File: src/design/dpb_pkg.sv
package dpb_pkg;

  // ---------------------------------------------------------------------
  // Configuration offsets (byte addresses)
  // ---------------------------------------------------------------------
  localparam logic [7:0] PM_CAP_ID_OFFSET = 8'h50;
  localparam logic [7:0] PM_NEXT_OFFSET = 8'h51;
  localparam logic [7:0] BRIDGE_CTL_OFFSET = 8'h3e;

  // Dword indices seen on the configuration port
  localparam logic [5:0] PM_CAP_DWORD = PM_CAP_ID_OFFSET[7:2];
  localparam logic [5:0] BRIDGE_CTL_DWORD = BRIDGE_CTL_OFFSET[7:2];

  // Byte lanes inside those dwords
  localparam int PM_CAP_ID_LANE = 0;
  localparam int PM_NEXT_LANE = 1;
  localparam int BRIDGE_CTL_LANE = 2;
  localparam int BRIDGE_CTL_SHIFT = 16;

  // ---------------------------------------------------------------------
  // Read-only capability values
  // ---------------------------------------------------------------------
  localparam logic [7:0] PM_CAP_ID_VALUE = 8'h01;
  localparam logic [7:0] PM_NEXT_VALUE = 8'h70;

  // ---------------------------------------------------------------------
  // Forwarding control field layout and reset value
  // ---------------------------------------------------------------------
  localparam int BCTL_POISON_BIT = 0;
  localparam int BCTL_ERRFWD_BIT = 1;
  localparam int BCTL_ISA_BIT = 2;
  localparam int BCTL_W = 3;
  localparam logic [2:0] BCTL_RESET = 3'h0;

  // ---------------------------------------------------------------------
  // I/O decode geometry
  // ---------------------------------------------------------------------
  localparam int IO_LOW_SPACE_BITS = 16;
  localparam int ISA_ALIAS_LSB = 8;
  localparam int ISA_ALIAS_MSB = 9;

  // ---------------------------------------------------------------------
  // Block state
  // ---------------------------------------------------------------------
  typedef struct packed {
    logic [2:0] bctl;
    logic cfg_ack;
    logic [31:0] cfg_rdata;
    logic dn_fwd;
    logic dn_blk;
    logic up_fwd;
    logic up_blk;
    logic serr_up;
    logic poison_act;
  } dpb_state_t;

endpackage

File: src/design/dpb_io_filter.sv
`timescale 1ns/100ps
`default_nettype none

module dpb_io_filter #(
  parameter int ADDR_W = 32
) (
  // Address under test and window
  input wire logic [ADDR_W-1:0] addr,
  input wire logic [ADDR_W-1:0] io_base,
  input wire logic [ADDR_W-1:0] io_limit,
  // Decode results
  output logic in_window,
  output logic isa_alias
);

  // Elaboration check: the low-space decode needs bits above bit 15
  if (ADDR_W <= dpb_pkg::IO_LOW_SPACE_BITS) begin : g_bad_addr_w
    $error("dpb_io_filter: ADDR_W must exceed the low I/O space width");
  end

  // -----------------------------------------------------------------------
  // Window and legacy alias decode
  // -----------------------------------------------------------------------
  logic low_space;

  always_comb begin
    in_window = (addr >= io_base) && (addr <= io_limit);
    // Only the lowest 64 KB of I/O space is subject to the filter
    low_space = (addr[ADDR_W-1:dpb_pkg::IO_LOW_SPACE_BITS] == '0);
    // Upper 768 bytes of a 1 KB block: bits 9:8 not both zero
    isa_alias = in_window && low_space &&
      (addr[dpb_pkg::ISA_ALIAS_MSB:dpb_pkg::ISA_ALIAS_LSB] != 2'h0);
  end

endmodule // dpb_io_filter

`default_nettype wire

File: src/design/dpb_err_gate.sv
`timescale 1ns/100ps
`default_nettype none

module dpb_err_gate (
  // Enables
  input wire logic error_forward_enable,
  input wire logic cmd_serr_enable,
  input wire logic poisoned_response_enable,
  // Secondary link events
  input wire logic sec_err_fatal,
  input wire logic sec_err_nonfatal,
  input wire logic poison_rx,
  // Gated events
  output logic serr_fire,
  output logic poison_fire
);

  // -----------------------------------------------------------------------
  // Event gating
  // -----------------------------------------------------------------------
  always_comb begin
    // All three conditions together
    serr_fire = error_forward_enable && cmd_serr_enable &&
      (sec_err_fatal || sec_err_nonfatal);
    poison_fire = poisoned_response_enable && poison_rx;
  end

endmodule // dpb_err_gate

`default_nettype wire

File: src/design/dpb_bridge_ctl.sv
// What this block does
// - ISA filter acts only on in-window I/O addresses below 64 KB.
// - ISA filter on blocks downstream I/O to upper 768 bytes of 1 KB.
// - ISA filter on passes upstream I/O to upper 768 bytes of 1 KB.
// - ISA filter off passes downstream every in-window I/O address.
// - Error goes upstream only if both enables set and error seen.
// - Bridge error-forward enable clear disables, set enables error reporting.
// - Poisoned TLPs get a response only while poison response enabled.
// - Offset 0x50 reads constant power-management identifier 0x01.
// - Offset 0x51 reads constant next-capability link 0x70.
`timescale 1ns/100ps
`default_nettype none

module dpb_bridge_ctl #(
  parameter int ADDR_W = 32
) (
  // Clock and reset
  input wire logic clk,
  input wire logic resetn,
  // Configuration access port
  input wire logic cfg_valid,
  input wire logic cfg_write,
  input wire logic [5:0] cfg_addr,
  input wire logic [3:0] cfg_be,
  input wire logic [31:0] cfg_wdata,
  output logic cfg_ack,
  output logic [31:0] cfg_rdata,
  // I/O window from the base and limit decode
  input wire logic [ADDR_W-1:0] io_base,
  input wire logic [ADDR_W-1:0] io_limit,
  // Downstream I/O requests, primary to secondary
  input wire logic dn_io_valid,
  input wire logic [ADDR_W-1:0] dn_io_addr,
  output logic dn_io_forward,
  output logic dn_io_blocked,
  // Upstream I/O requests, secondary to primary
  input wire logic up_io_valid,
  input wire logic [ADDR_W-1:0] up_io_addr,
  output logic up_io_forward,
  output logic up_io_blocked,
  // Error and poison events
  input wire logic cmd_serr_enable,
  input wire logic sec_err_fatal,
  input wire logic sec_err_nonfatal,
  input wire logic poison_rx,
  output logic serr_upstream,
  output logic poison_response,
  // Control bits as seen by the rest of the port
  output logic isa_filter_enable,
  output logic error_forward_enable,
  output logic poisoned_response_enable
);

  // Elaboration check: the low-space decode needs bits above bit 15
  if (ADDR_W <= dpb_pkg::IO_LOW_SPACE_BITS) begin : g_bad_addr_w
    $error("dpb_bridge_ctl: ADDR_W must exceed the low I/O space width");
  end

  // -----------------------------------------------------------------------
  // Reset synchroniser
  // -----------------------------------------------------------------------
  logic rst_meta;
  logic rst_n;

  always_ff @(posedge clk or negedge resetn) begin
    if (!resetn) begin
      rst_meta <= 1'b0;
      rst_n <= 1'b0;
    end else begin
      rst_meta <= 1'b1;
      rst_n <= rst_meta;
    end
  end

  // -----------------------------------------------------------------------
  // Decode helpers
  // -----------------------------------------------------------------------
  dpb_pkg::dpb_state_t st;
  dpb_pkg::dpb_state_t next_st;
  logic dn_in_win;
  logic dn_alias;
  logic up_in_win;
  logic up_alias;
  logic serr_fire;
  logic poison_fire;
  logic isa_on;

  assign isa_on = st.bctl[dpb_pkg::BCTL_ISA_BIT];

  dpb_io_filter #(
    .ADDR_W(ADDR_W)
  ) u_dn_filter (
    .addr(dn_io_addr),
    .io_base(io_base),
    .io_limit(io_limit),
    .in_window(dn_in_win),
    .isa_alias(dn_alias)
  );

  dpb_io_filter #(
    .ADDR_W(ADDR_W)
  ) u_up_filter (
    .addr(up_io_addr),
    .io_base(io_base),
    .io_limit(io_limit),
    .in_window(up_in_win),
    .isa_alias(up_alias)
  );

  dpb_err_gate u_err_gate (
    .error_forward_enable(st.bctl[dpb_pkg::BCTL_ERRFWD_BIT]),
    .cmd_serr_enable(cmd_serr_enable),
    .poisoned_response_enable(st.bctl[dpb_pkg::BCTL_POISON_BIT]),
    .sec_err_fatal(sec_err_fatal),
    .sec_err_nonfatal(sec_err_nonfatal),
    .poison_rx(poison_rx),
    .serr_fire(serr_fire),
    .poison_fire(poison_fire)
  );

  // -----------------------------------------------------------------------
  // Next state
  // -----------------------------------------------------------------------
  always_comb begin
    next_st = st;
    next_st.cfg_ack = cfg_valid;
    next_st.cfg_rdata = 32'h0;
    if (cfg_valid && !cfg_write) begin
      unique case (cfg_addr)
        dpb_pkg::PM_CAP_DWORD: begin
          next_st.cfg_rdata[8*dpb_pkg::PM_CAP_ID_LANE +: 8] =
            dpb_pkg::PM_CAP_ID_VALUE;
          next_st.cfg_rdata[8*dpb_pkg::PM_NEXT_LANE +: 8] =
            dpb_pkg::PM_NEXT_VALUE;
        end
        dpb_pkg::BRIDGE_CTL_DWORD: begin
          next_st.cfg_rdata[dpb_pkg::BRIDGE_CTL_SHIFT +: dpb_pkg::BCTL_W] =
            st.bctl;
        end
        default: begin
          next_st.cfg_rdata = 32'h0;
        end
      endcase
    end
    // Writes to the capability dword fall through: no storage there
    if (cfg_valid && cfg_write && cfg_addr == dpb_pkg::BRIDGE_CTL_DWORD &&
        cfg_be[dpb_pkg::BRIDGE_CTL_LANE]) begin
      next_st.bctl =
        cfg_wdata[dpb_pkg::BRIDGE_CTL_SHIFT +: dpb_pkg::BCTL_W];
    end
    // Downstream: alias blocked only with the filter on
    next_st.dn_fwd = dn_io_valid && dn_in_win && !(isa_on && dn_alias);
    next_st.dn_blk = dn_io_valid && !(dn_in_win && !(isa_on && dn_alias));
    // Upstream: outside window, or an in-window alias with filter on
    next_st.up_fwd = up_io_valid && (!up_in_win || (isa_on && up_alias));
    next_st.up_blk = up_io_valid && !(!up_in_win || (isa_on && up_alias));
    next_st.serr_up = serr_fire;
    next_st.poison_act = poison_fire;
  end

  always_ff @(posedge clk or negedge rst_n) begin
    if (!rst_n) begin
      st <= '{bctl: dpb_pkg::BCTL_RESET, cfg_rdata: 32'h0, default: 1'b0};
    end else begin
      st <= next_st;
    end
  end

  // -----------------------------------------------------------------------
  // Outputs
  // -----------------------------------------------------------------------
  assign cfg_ack = st.cfg_ack;
  assign cfg_rdata = st.cfg_rdata;
  assign dn_io_forward = st.dn_fwd;
  assign dn_io_blocked = st.dn_blk;
  assign up_io_forward = st.up_fwd;
  assign up_io_blocked = st.up_blk;
  assign serr_upstream = st.serr_up;
  assign poison_response = st.poison_act;
  assign isa_filter_enable = st.bctl[dpb_pkg::BCTL_ISA_BIT];
  assign error_forward_enable = st.bctl[dpb_pkg::BCTL_ERRFWD_BIT];
  assign poisoned_response_enable = st.bctl[dpb_pkg::BCTL_POISON_BIT];

  // -----------------------------------------------------------------------
  // Checks
  // -----------------------------------------------------------------------
  logic err_seen;
  logic serr_cause;
  logic poison_cause;
  logic dn_high_space;
  logic dn_low_block0;
  logic pm_read;
  logic pm_write;
  logic ctl_write;

  assign err_seen = sec_err_fatal || sec_err_nonfatal;
  assign serr_cause = st.bctl[dpb_pkg::BCTL_ERRFWD_BIT] && cmd_serr_enable &&
    err_seen;
  assign poison_cause = st.bctl[dpb_pkg::BCTL_POISON_BIT] && poison_rx;
  assign dn_high_space =
    (dn_io_addr[ADDR_W-1:dpb_pkg::IO_LOW_SPACE_BITS] != '0);
  assign dn_low_block0 = !dn_high_space &&
    (dn_io_addr[dpb_pkg::ISA_ALIAS_MSB:dpb_pkg::ISA_ALIAS_LSB] == 2'h0);
  assign pm_read = cfg_valid && !cfg_write && cfg_addr == dpb_pkg::PM_CAP_DWORD;
  assign pm_write = cfg_valid && cfg_write && cfg_addr == dpb_pkg::PM_CAP_DWORD;
  assign ctl_write = cfg_valid && cfg_write &&
    cfg_addr == dpb_pkg::BRIDGE_CTL_DWORD && cfg_be[dpb_pkg::BRIDGE_CTL_LANE];
endmodule // dpb_bridge_ctl

`default_nettype wire

File: config.mk
export PLATFORM = sky130hd
export DESIGN_NAME = dpb_bridge_ctl
export DESIGN_NICKNAME = d
export VERILOG_FILES = /design/src/design/dpb_pkg.sv /design/src/design/dpb_io_filter.sv /design/src/design/dpb_err_gate.sv /design/src/design/dpb_bridge_ctl.sv
export SDC_FILE = /design/constraint.sdc
export NUM_CORES = 1
export LEC_CHECK = 0
export BUFFER_PORTS_ARGS = -buffer_cell sky130_fd_sc_hd__clkbuf_2
export CORE_ASPECT_RATIO = 0.9
export CORE_UTILIZATION = 40
export DETAILED_ROUTE_END_ITERATION = 6
export PLACE_DENSITY = 0.75
export RECOVER_POWER = 100
export SLEW_MARGIN = 30
export SYNTH_ARGS = -nofsm -noshare
export SYNTH_HDL_FRONTEND = slang
export SYNTH_HIERARCHICAL = 1
export SYNTH_SLANG_ARGS = --single-unit
File: constraint.sdc
create_clock -name clk -period 0.8 [get_ports clk]
set_input_delay 0.08 -clock clk [delete_from_list [all_inputs] [get_ports clk]]
set_output_delay 0.08 -clock clk [all_outputs]
set_load 0.005 [all_outputs]
==> results of run 1 <==
==> cell type report <==
class | count | area, µm²
clock buffers | 4 | 88.8
well taps | 126 | 158
fillers | 809 | 3270
repair buffers | 250 | 1570
inverters | 128 | 508
multi-input cells | 380 | 3870
flip-flops and latches | 16 | 402
==> routing by layer <==
layer	vias to the layer above	share of wire [%]	global-route usage, %
met3	14	5.3	2.05
li1	2302	-	-
met2	133	52	47.3
met4	0	1.5	5.74
met5	-	0	0
met1	2089	41	28.1
==> through the flow <==
stage	instance area, µm²	setup WS, ns	total power, µW	hold WS (ns)
CTS	6320	-1.01	4780	0.0405
global placement	5950	-1.32	3420	-0.134
floorplan	4590	-1.06	2340	-0.216
global route	6600	-1.12	5370	0.0682
finish	6600	-0.998	4960	0.0674
detailed placement	5950	-1.36	3560	-0.133
==> cells in the final DEF, fill, tap and decap left out, drive strengths merged, types with 2 or more instances in the layout <==
cell type	count
a2111oi	2
a211o	2
a211oi	2
a21boi	4
a21o	17
a21oi	44
a221o	4
a221oi	4
a31oi	3
and2	6
and3	6
and4	7
buf	94
clkbuf	158
conb	26
dfrtp	16
dlygate4sd3	2
ha	128
inv	128
mux2	3
nand2	26
nand2b	4
nand3	10
nand4	17
nand4b	2
nor2	9
nor2b	5
nor3	6
nor4	11
o211ai	3
o21a	2
o21ai	17
o31ai	2
or4b	2
==> kinds of logic (layout without fill, tap and decap cells) <==
logic type / after synthesis / after routing / share of synthesized area [%]
AOI/OAI and AO/OA: 109 / 109 / 17.0
buffers and inverters: 156 / 382 / 16.6
adders and majority gates: 128 / 128 / 38.6
other: 2 / 26 / 0.181
DFF: 16 / 16 / 9.65
muxes: 3 / 3 / 0.814
and+or+nand+nor: 114 / 114 / 17.1
==> power by group <==
part	switching, µW	internal, µW
registers	19.8	847
clock network	290	758
logic	1470	1570
total	1780	3180
==> final timing paths <==
kind                       depth (start not counted)                          endpoint  slack, ns                              from
setup / recovery                                  11           up_io_blocked$_DFF_PN0_       -1.0                     up_io_addr[8]
hold / removal                                     2           serr_upstream$_DFF_PN0_       0.07                   cmd_serr_enable
hold reg to reg                                    0           cfg_rdata[14]$_DFF_PN0_       0.08                   rst_n$_DFF_PN0_
max in group asynchronous                          1     isa_filter_enable$_DFFE_PN0P_       0.23                   rst_n$_DFF_PN0_
setup reg to reg                                   2  error_forward_enable$_DFFE_PN0P_      -0.07  error_forward_enable$_DFFE_PN0P_
min in group asynchronous                          0           cfg_rdata[14]$_DFF_PN0_       0.08                   rst_n$_DFF_PN0_
==> worst max-delay path: stages <==
cell and delay [ns]:
clkbuf_2 0.11, ha_4 0.26, nand4_1 0.15, buf_4 0.19, nor4_4 0.31, buf_4 0.18, nand2_2 0.05, o211ai_1 0.10
nor4b_2 0.23, nand2_1 0.10, and3_1 0.18
==> timing repair <==
item / CTS / global route
pin swaps: 28 / 22
setup endpoints to repair: 16 / 25
hold buffers: 2 / 0
endpoints found under the hold margin: 3 / 0
gates cloned: 0 / 0
buffers inserted: 4 / 3
resized for setup: 37 / 71
==> run metrics, run 1 <==
GPL Wtd Cong=0.925; CP Class=in2reg; ys async rst share=between 90% and 100%; layout overhead on the synthesized area=59.0%; detailed placement HPWL=between 10000 and 15000 µm; share of the yosys chip area belonging to registers=9.65%; FF+latch count, synth=16; Gate Count Post-Synth=about 530; Non-Filler Instances=904; synth top area cells=ha_1 (39%), inv_1 (12%), dfrtp_1 (9.6%), a21oi_1 (5.3%), buf_4 (5.1%); die area=roughly 11000 µm²; Largest register FFs=4; Commonest cells post-synth=ha_1 (128), inv_1 (128), a21oi_1 (44); DR iter-0 viols=slightly below 200; drt first pass iters=4; status=finished with violations; TritonCTS clock tree=yes; Vias/cell=5.02; placed insts=between 800 and 900; H-tree Lvls=1; clk sink count=16; period utilization=225%; Crit. End Element=flop; Layout Nets=1087; PwrDens=between 700 and 800 nW/µm²; largest net degree at the start of global routing=11; drt drc=0; f_max=556 MHz; failing checks=negative setup slack; deepest clock path buffer count=2; Num CTS Buffers=3; Rows=34; vias after detailed routing=approximately 4500; routed wire length=~13000 µm; Synth Flop Type=dfrtp_1; number of port buffers=around 160; Initial Utilization=between 40% and 50%; post-route ant nets=0; Clock transition at path regs=0.05 ns; max_cap viols=0; syn avg cell area=between 7 and 8 µm²; RSZ-0062 raised after global routing=true; post-synth top area share=roughly two fifths; P_leak=between 0.003 and 0.004 µW; Synth area leader=ha_1; Worst-Skew Late Latency=0.24 ns; mapped cell area=approximately 4200 µm²; # setup viols final=15; clk root buf=clkbuf_16; Syn. warnings=6; setup ws final=-0.998 ns; total track usage=about a quarter; Final Skew=0.00286 ns; number of antenna violations at the first check in global routing=0; Hold Crit Class=in2reg; GRT overflow=0; antenna diode count=0; Util after Layout=between 60 and 70%; Die Span Y=~100 µm; worst vdd ir=roughly 0.0005 V; critical path arrival=a little under 2 ns; fraction of layout cells with a size suffix above 1=47.6%; vias in the first global route=roughly 4800; Die X=approximately 110 µm; setup tns final=-4.51 ns; CP required=between 0.9 and 1 ns; core area=around 9900 µm²; count of pins over their slew limit=0; Period minus WS final=roughly 1.8 ns; Post-synth EDFFs=0; largest fanout on the critical path=2; Critical Path Source Type=primary input; first-pass GRT wire length=between 20000 and 25000 µm; final hold violation count=0; WL/cell=~15 µm; Distinct cells, synth=52; # IOs=roughly 220
(Power assumes the default switching activity.)
==> inputs of run 2 (changes only) <==
TNS_END_PERCENT = 30   (was unset)
==> run metrics, run 2 (same netlist as run 1, synthesis figures left out) <==
status=finished with violations; failing checks=negative setup slack; Multi-input gate area=3780 µm² (-2.4%); f_max=530 MHz (-4.8%); detailed placement HPWL=11700 µm (+0.76%); DP Area=5890 µm² (-1.0%); DR iter-0 viols=243 (+26%); Num CTS Buffers=3 (unchanged); layout overhead on the synthesized area=59.1% (about the same); P_leak=0.00379 µW (+2.4%); largest net degree at the start of global routing=11 (unchanged); GRT overflow=0 (unchanged); Critical Path Source Type=primary input; number of antenna violations at the first check in global routing=0 (unchanged); filler instances=835 (+3.2%); WL/cell=15.0 µm (+1.8%); # setup viols final=16 (+1); Rows=34 (unchanged); area taken by flip-flops and latches=402 µm² (unchanged); Vias/cell=5.08 (+1.2%); Clock transition at path regs=0.05 ns (about the same); routed wire length=13800 µm (+3.2%); setup tns final=-4.51 ns (+0.00543 ns); CP Class=in2reg; TritonCTS clock tree=yes; total power=5050 µW (+1.8%); die area=10800 µm² (unchanged); Layout Nets=1100 (+1.2%); Largest register FFs=4 (unchanged); largest fanout on the critical path=2 (unchanged); vias after detailed routing=4659 (+2.7%); CP required=0.98 ns (+0.05 ns); Final Cell Area=6600 µm² (about the same); H-tree Lvls=1 (unchanged); drt drc=0 (unchanged); deepest clock path buffer count=2 (unchanged); commonest non-fill, non-tap cells in the layout=clkbuf_2 (148), inv_1 (111), ha_1 (95); post-route ant nets=0 (unchanged); total track usage=24.9% (+0.60 points); Die X=109 µm (unchanged); GPL Wtd Cong=0.952 (+2.9%); Period minus WS final=1.89 ns (+0.0901 ns); Worst-Skew Late Latency=0.25 ns (about the same); first-pass GRT wire length=21200 µm (+0.75%); Hold Crit Class=in2reg; RSZ-0062 raised after global routing=true; vias in the first global route=4743 (-1.1%); Final Skew=0.00414 ns (+0.00127 ns); drt first pass iters=5 (+1); count of pins over their slew limit=0 (unchanged); critical path arrival=2.07 ns (+0.14 ns); worst vdd ir=0.00129 V (+160%); clk sink count=16 (unchanged); final hold violation count=0 (unchanged); number of port buffers=164 (unchanged); fraction of layout cells with a size suffix above 1=45.4% (-2.2 points); clk root buf=clkbuf_16; antenna diode count=0 (unchanged); most common cell after layout, fill and taps aside=clkbuf_2; Die Span Y=98.6 µm (unchanged); period utilization=236% (+11 points); Crit. End Element=flop; Initial Utilization=42.1% (unchanged); PwrDens=765 nW/µm² (+1.8%); setup ws final=-1.09 ns (-0.0901 ns); core area=9870 µm² (unchanged); max_cap viols=0 (unchanged); # IOs=222 (unchanged)
[run 2: report_power, final]
group          switching, µW  internal [µW]  leakage [µW]
clock                    301            758     0.0000442
sequential              18.0            847      0.000210
combinational           1520           1610       0.00354
total                   1840           3220       0.00379
[run 2: repair_timing]
action                     in CTS  in global routing
buffers inserted                6                  2
gates resized for setup        51                 54
setup endpoints to repair      22                 25
hold buffers                    1                  0
hold endpoints to repair        2                  0
pin swaps                      38                 37
[run 2: final cells by class]
cell class	count	share of cell area, %
timing repair buffer	263	25.4
multi-input combinational	380	57.2
tap	126	2.39
inverter	128	7.54
clock buffer	4	1.35
sequential	16	6.08
[run 2: worst paths after layout]
kind / start / to / slack [ns] / depth (start not counted)
min in group asynchronous: rst_n$_DFF_PN0_ / up_io_forward$_DFF_PN0_ / 0.07 / 0
worst max-delay path: io_base[25] / up_io_blocked$_DFF_PN0_ / -1.09 / 11
worst max register to register: isa_filter_enable$_DFFE_PN0P_ / isa_filter_enable$_DFFE_PN0P_ / -0.02 / 1
max in group asynchronous: rst_n$_DFF_PN0_ / isa_filter_enable$_DFFE_PN0P_ / 0.24 / 1
worst min-delay path: poison_rx / poison_response$_DFF_PN0_ / 0.04 / 2
worst min register to register: rst_n$_DFF_PN0_ / up_io_forward$_DFF_PN0_ / 0.07 / 0
[run 2: metal layers]
| layer | global-route usage, % | share of wire (%) | up-vias |
|---|---|---|---|
| met3 | 3.11 | 6.2 | 37 |
| met4 | 6.87 | 2.5 | 0 |
| li1 | - | - | 2324 |
| met2 | 45.6 | 50 | 192 |
| met5 | 0 | 0 | - |
| met1 | 30.2 | 41 | 2106 |
[run 2: worst max-delay path, cell delays in order]
cell	delay [ns]
clkbuf_2	0.11
inv_1	0.04
ha_1	0.30
a21o_1	0.20
a221o_1	0.34
a221oi_1	0.32
o21ai_1	0.15
a21oi_2	0.22
nor4b_4	0.08
nand2_1	0.09
and3_1	0.14
[run 2: per-stage QoR]
step | worst slack, ns | util (%) | hold slack [ns] | std cells
6_report | -1.09 | 66.9 | 0.0375 | 917
5_1_grt | -1.18 | 66.9 | 0.0393 | 917
4_1_cts | -1.02 | 64.3 | 0.0348 | 915
3_5_place_dp | -1.47 | 59.7 | -0.125 | 904
3_3_place_gp | -1.46 | 59.7 | -0.129 | 904
2_1_floorplan | -1.06 | - | -0.216 | 552
==> inputs of run 3 (changes only) <==
CORE_ASPECT_RATIO = 0.6   (was 0.9)
SKIP_LAST_GASP = 1   (was unset)
TNS_END_PERCENT = 1   (was 30)
==> run metrics, run 3 (same netlist as run 1, synthesis figures left out) <==
RSZ-0062 raised after global routing=true; P_leak=0.00375 µW (-1.0%); # setup viols final=20 (+4); deepest clock path buffer count=2 (unchanged); largest net degree at the start of global routing=11 (unchanged); detailed placement HPWL=12600 µm (+7.5%); fraction of layout cells with a size suffix above 1=40.3% (-5.1 points); count of pins over their slew limit=0 (unchanged); worst r2r src=isa_filter_enable$_DFFE_PN0P_; antenna diode count=0 (unchanged); CP most frequent cell=a21o_1; Crit path max-delay family=compound AO/OA/AOI/OAI gates; slew margin rel.=a little over three fifths; Vias/cell=4.98 (-2.1%); Crit. End Element=flop; first-pass GRT wire length=21400 µm (+1.1%); total power=4780 µW (-5.4%); vias after detailed routing=4633 (-0.56%); GPL Wtd Cong=0.945 (-0.71%); Layout Nets=1105 (+0.45%); Num CTS Buffers=3 (unchanged); actual slew at the worst max-slew pin=0.544 ns; die area=10800 µm² (+0.11%); Buf+Inv Stages, Crit Path=2 (unchanged); Hold Crit Class=in2reg; layout overhead on the synthesized area=49.0%; clk root buf=clkbuf_16; GRT overflow=0 (unchanged); worst vdd ir=0.00130 V (+0.96%); post-route ant nets=0 (unchanged); routed wire length=13600 µm (-1.6%); core area=9980 µm² (+1.2%); H-tree Lvls=1 (unchanged); Util after Layout=61.9% (-5.0 points); Clock transition at path regs=0.05 ns (about the same); Reg-to-Reg End=isa_filter_enable$_DFFE_PN0P_; Initial Utilization=41.6% (-0.48 points); status=finished with violations; drt drc=0 (unchanged); Final Cell Area=6180 µm² (-6.3%); drt first pass iters=5 (unchanged); most common cell after layout, fill and taps aside=clkbuf_2; Critical Path Source Type=primary input; WL/cell=14.6 µm (-3.0%); largest fanout on the critical path=2 (unchanged); # IOs=222 (unchanged); worst hold margin=0.0485 ns (+0.0110 ns); f_max=532 MHz (+0.51%); worst-path cell chain=clkbuf_2, inv_1, ha_1, a21o_1, a21o_1, a221o_1, a211oi_2, a31oi_1, nor4b_2, nand2_1, and3_4; TritonCTS clock tree=yes; WHS Endpoint=poison_response$_DFF_PN0_; setup ws final=-1.08 ns (+0.00949 ns); Die Span Y=80.9 µm (-18%); Crit path largest cell delay=0.31 ns (-0.03 ns); Critical-path top delay cell=a221o_1; commonest non-fill, non-tap cells in the layout=clkbuf_2 (164), inv_1 (118), ha_1 (113); number of port buffers=164 (unchanged); Largest register FFs=4 (unchanged); number of antenna violations at the first check in global routing=0 (unchanged); DR iter-0 viols=215 (-12%); PwrDens=773 nW/µm² (+1.0%); Reg2Reg Depth=1 (unchanged); R2R setup slack=-0.07 ns (-0.05 ns); Final Skew=0.000871 ns (-0.00327 ns); total track usage=25.1% (+0.23 points); CP required=0.93 ns (-0.05 ns); max_cap viols=0 (unchanged); failing checks=negative setup slack; dpl ws=-1.51 ns (-0.0386 ns); Rows=28 (-18%); vias in the first global route=4718 (-0.53%); CP Class=in2reg; period utilization=235% (-1.2 points); critical path arrival=2.01 ns (-0.06 ns); Die X=134 µm (+22%); clk sink count=16 (unchanged); Worst-Skew Late Latency=0.24 ns (about the same); final hold violation count=0 (unchanged); min-delay src=poison_rx; hold path cells=2 (unchanged); Period minus WS final=1.88 ns (-0.00949 ns); DP Area=5980 µm² (+1.5%)
run 3: changes by cell type in the layout (fill, tap and decap cells not counted), moves of 4 or more:
cell,before,now
ha_1,95,113
ha_4,33,15
clkbuf_2,148,164
buf_6,12,0
buf_4,90,100
a21oi_1,33,42
a21oi_2,9,2
inv_1,111,118
inv_4,5,0
clkbuf_8,5,1
run 3: how the worst max path moves through the flow:
stage,start,endpoint,cells after the start
6_report,io_limit[29],up_io_blocked$_DFF_PN0_,11
5_1_grt,io_limit[30],dn_io_forward$_DFF_PN0_,11
4_1_cts,io_limit[10],dn_io_forward$_DFF_PN0_,11
3_5_place_dp,io_base[0],dn_io_forward$_DFF_PN0_,11
3_3_place_gp,io_limit[1],dn_io_forward$_DFF_PN0_,11
2_1_floorplan,dn_io_addr[1],dn_io_forward$_DFF_PN0_,9
run 3: area by class of cell:
type	instances	area (µm²)
multi-input cells	380	3450
repair buffers	268	1590
clock buffers	4	88.8
flip-flops and latches	16	400
well taps	135	169
fillers	900	3800
inverters	128	485
run 3: through the flow:
step | std cells | TNS (ns)
finish | 931 | -5.00
global route | 931 | -6.05
CTS | 930 | -5.19
detailed placement | 925 | -7.46
global placement | 925 | -6.68
floorplan | 552 | -4.46
run 3: power breakdown:
group	total [µW]	leakage [µW]	internal, µW	switching [µW]
clock network	1060	0.0000442	759	300
logic	2850	0.00350	1450	1400
registers	867	0.000211	846	21.3
run 3: per-layer routing:
layer	wire length [µm]	vias up	part of all wire [%]	global-route usage [%]
met5	0	-	0	0
met4	54	0	0.40	1.82
met3	1300	12	9.6	4.68
met2	5990	180	44	44.0
met1	6210	2097	46	33.6
li1	-	2344	-	-
run 3: repair_timing:
action                     CTS  global route
resized for setup            6            12
hold endpoints to repair     2             0
setup buffers                1             1
setup endpoints to repair   23            25
pin swaps                    6            11
hold buffers                 1             0
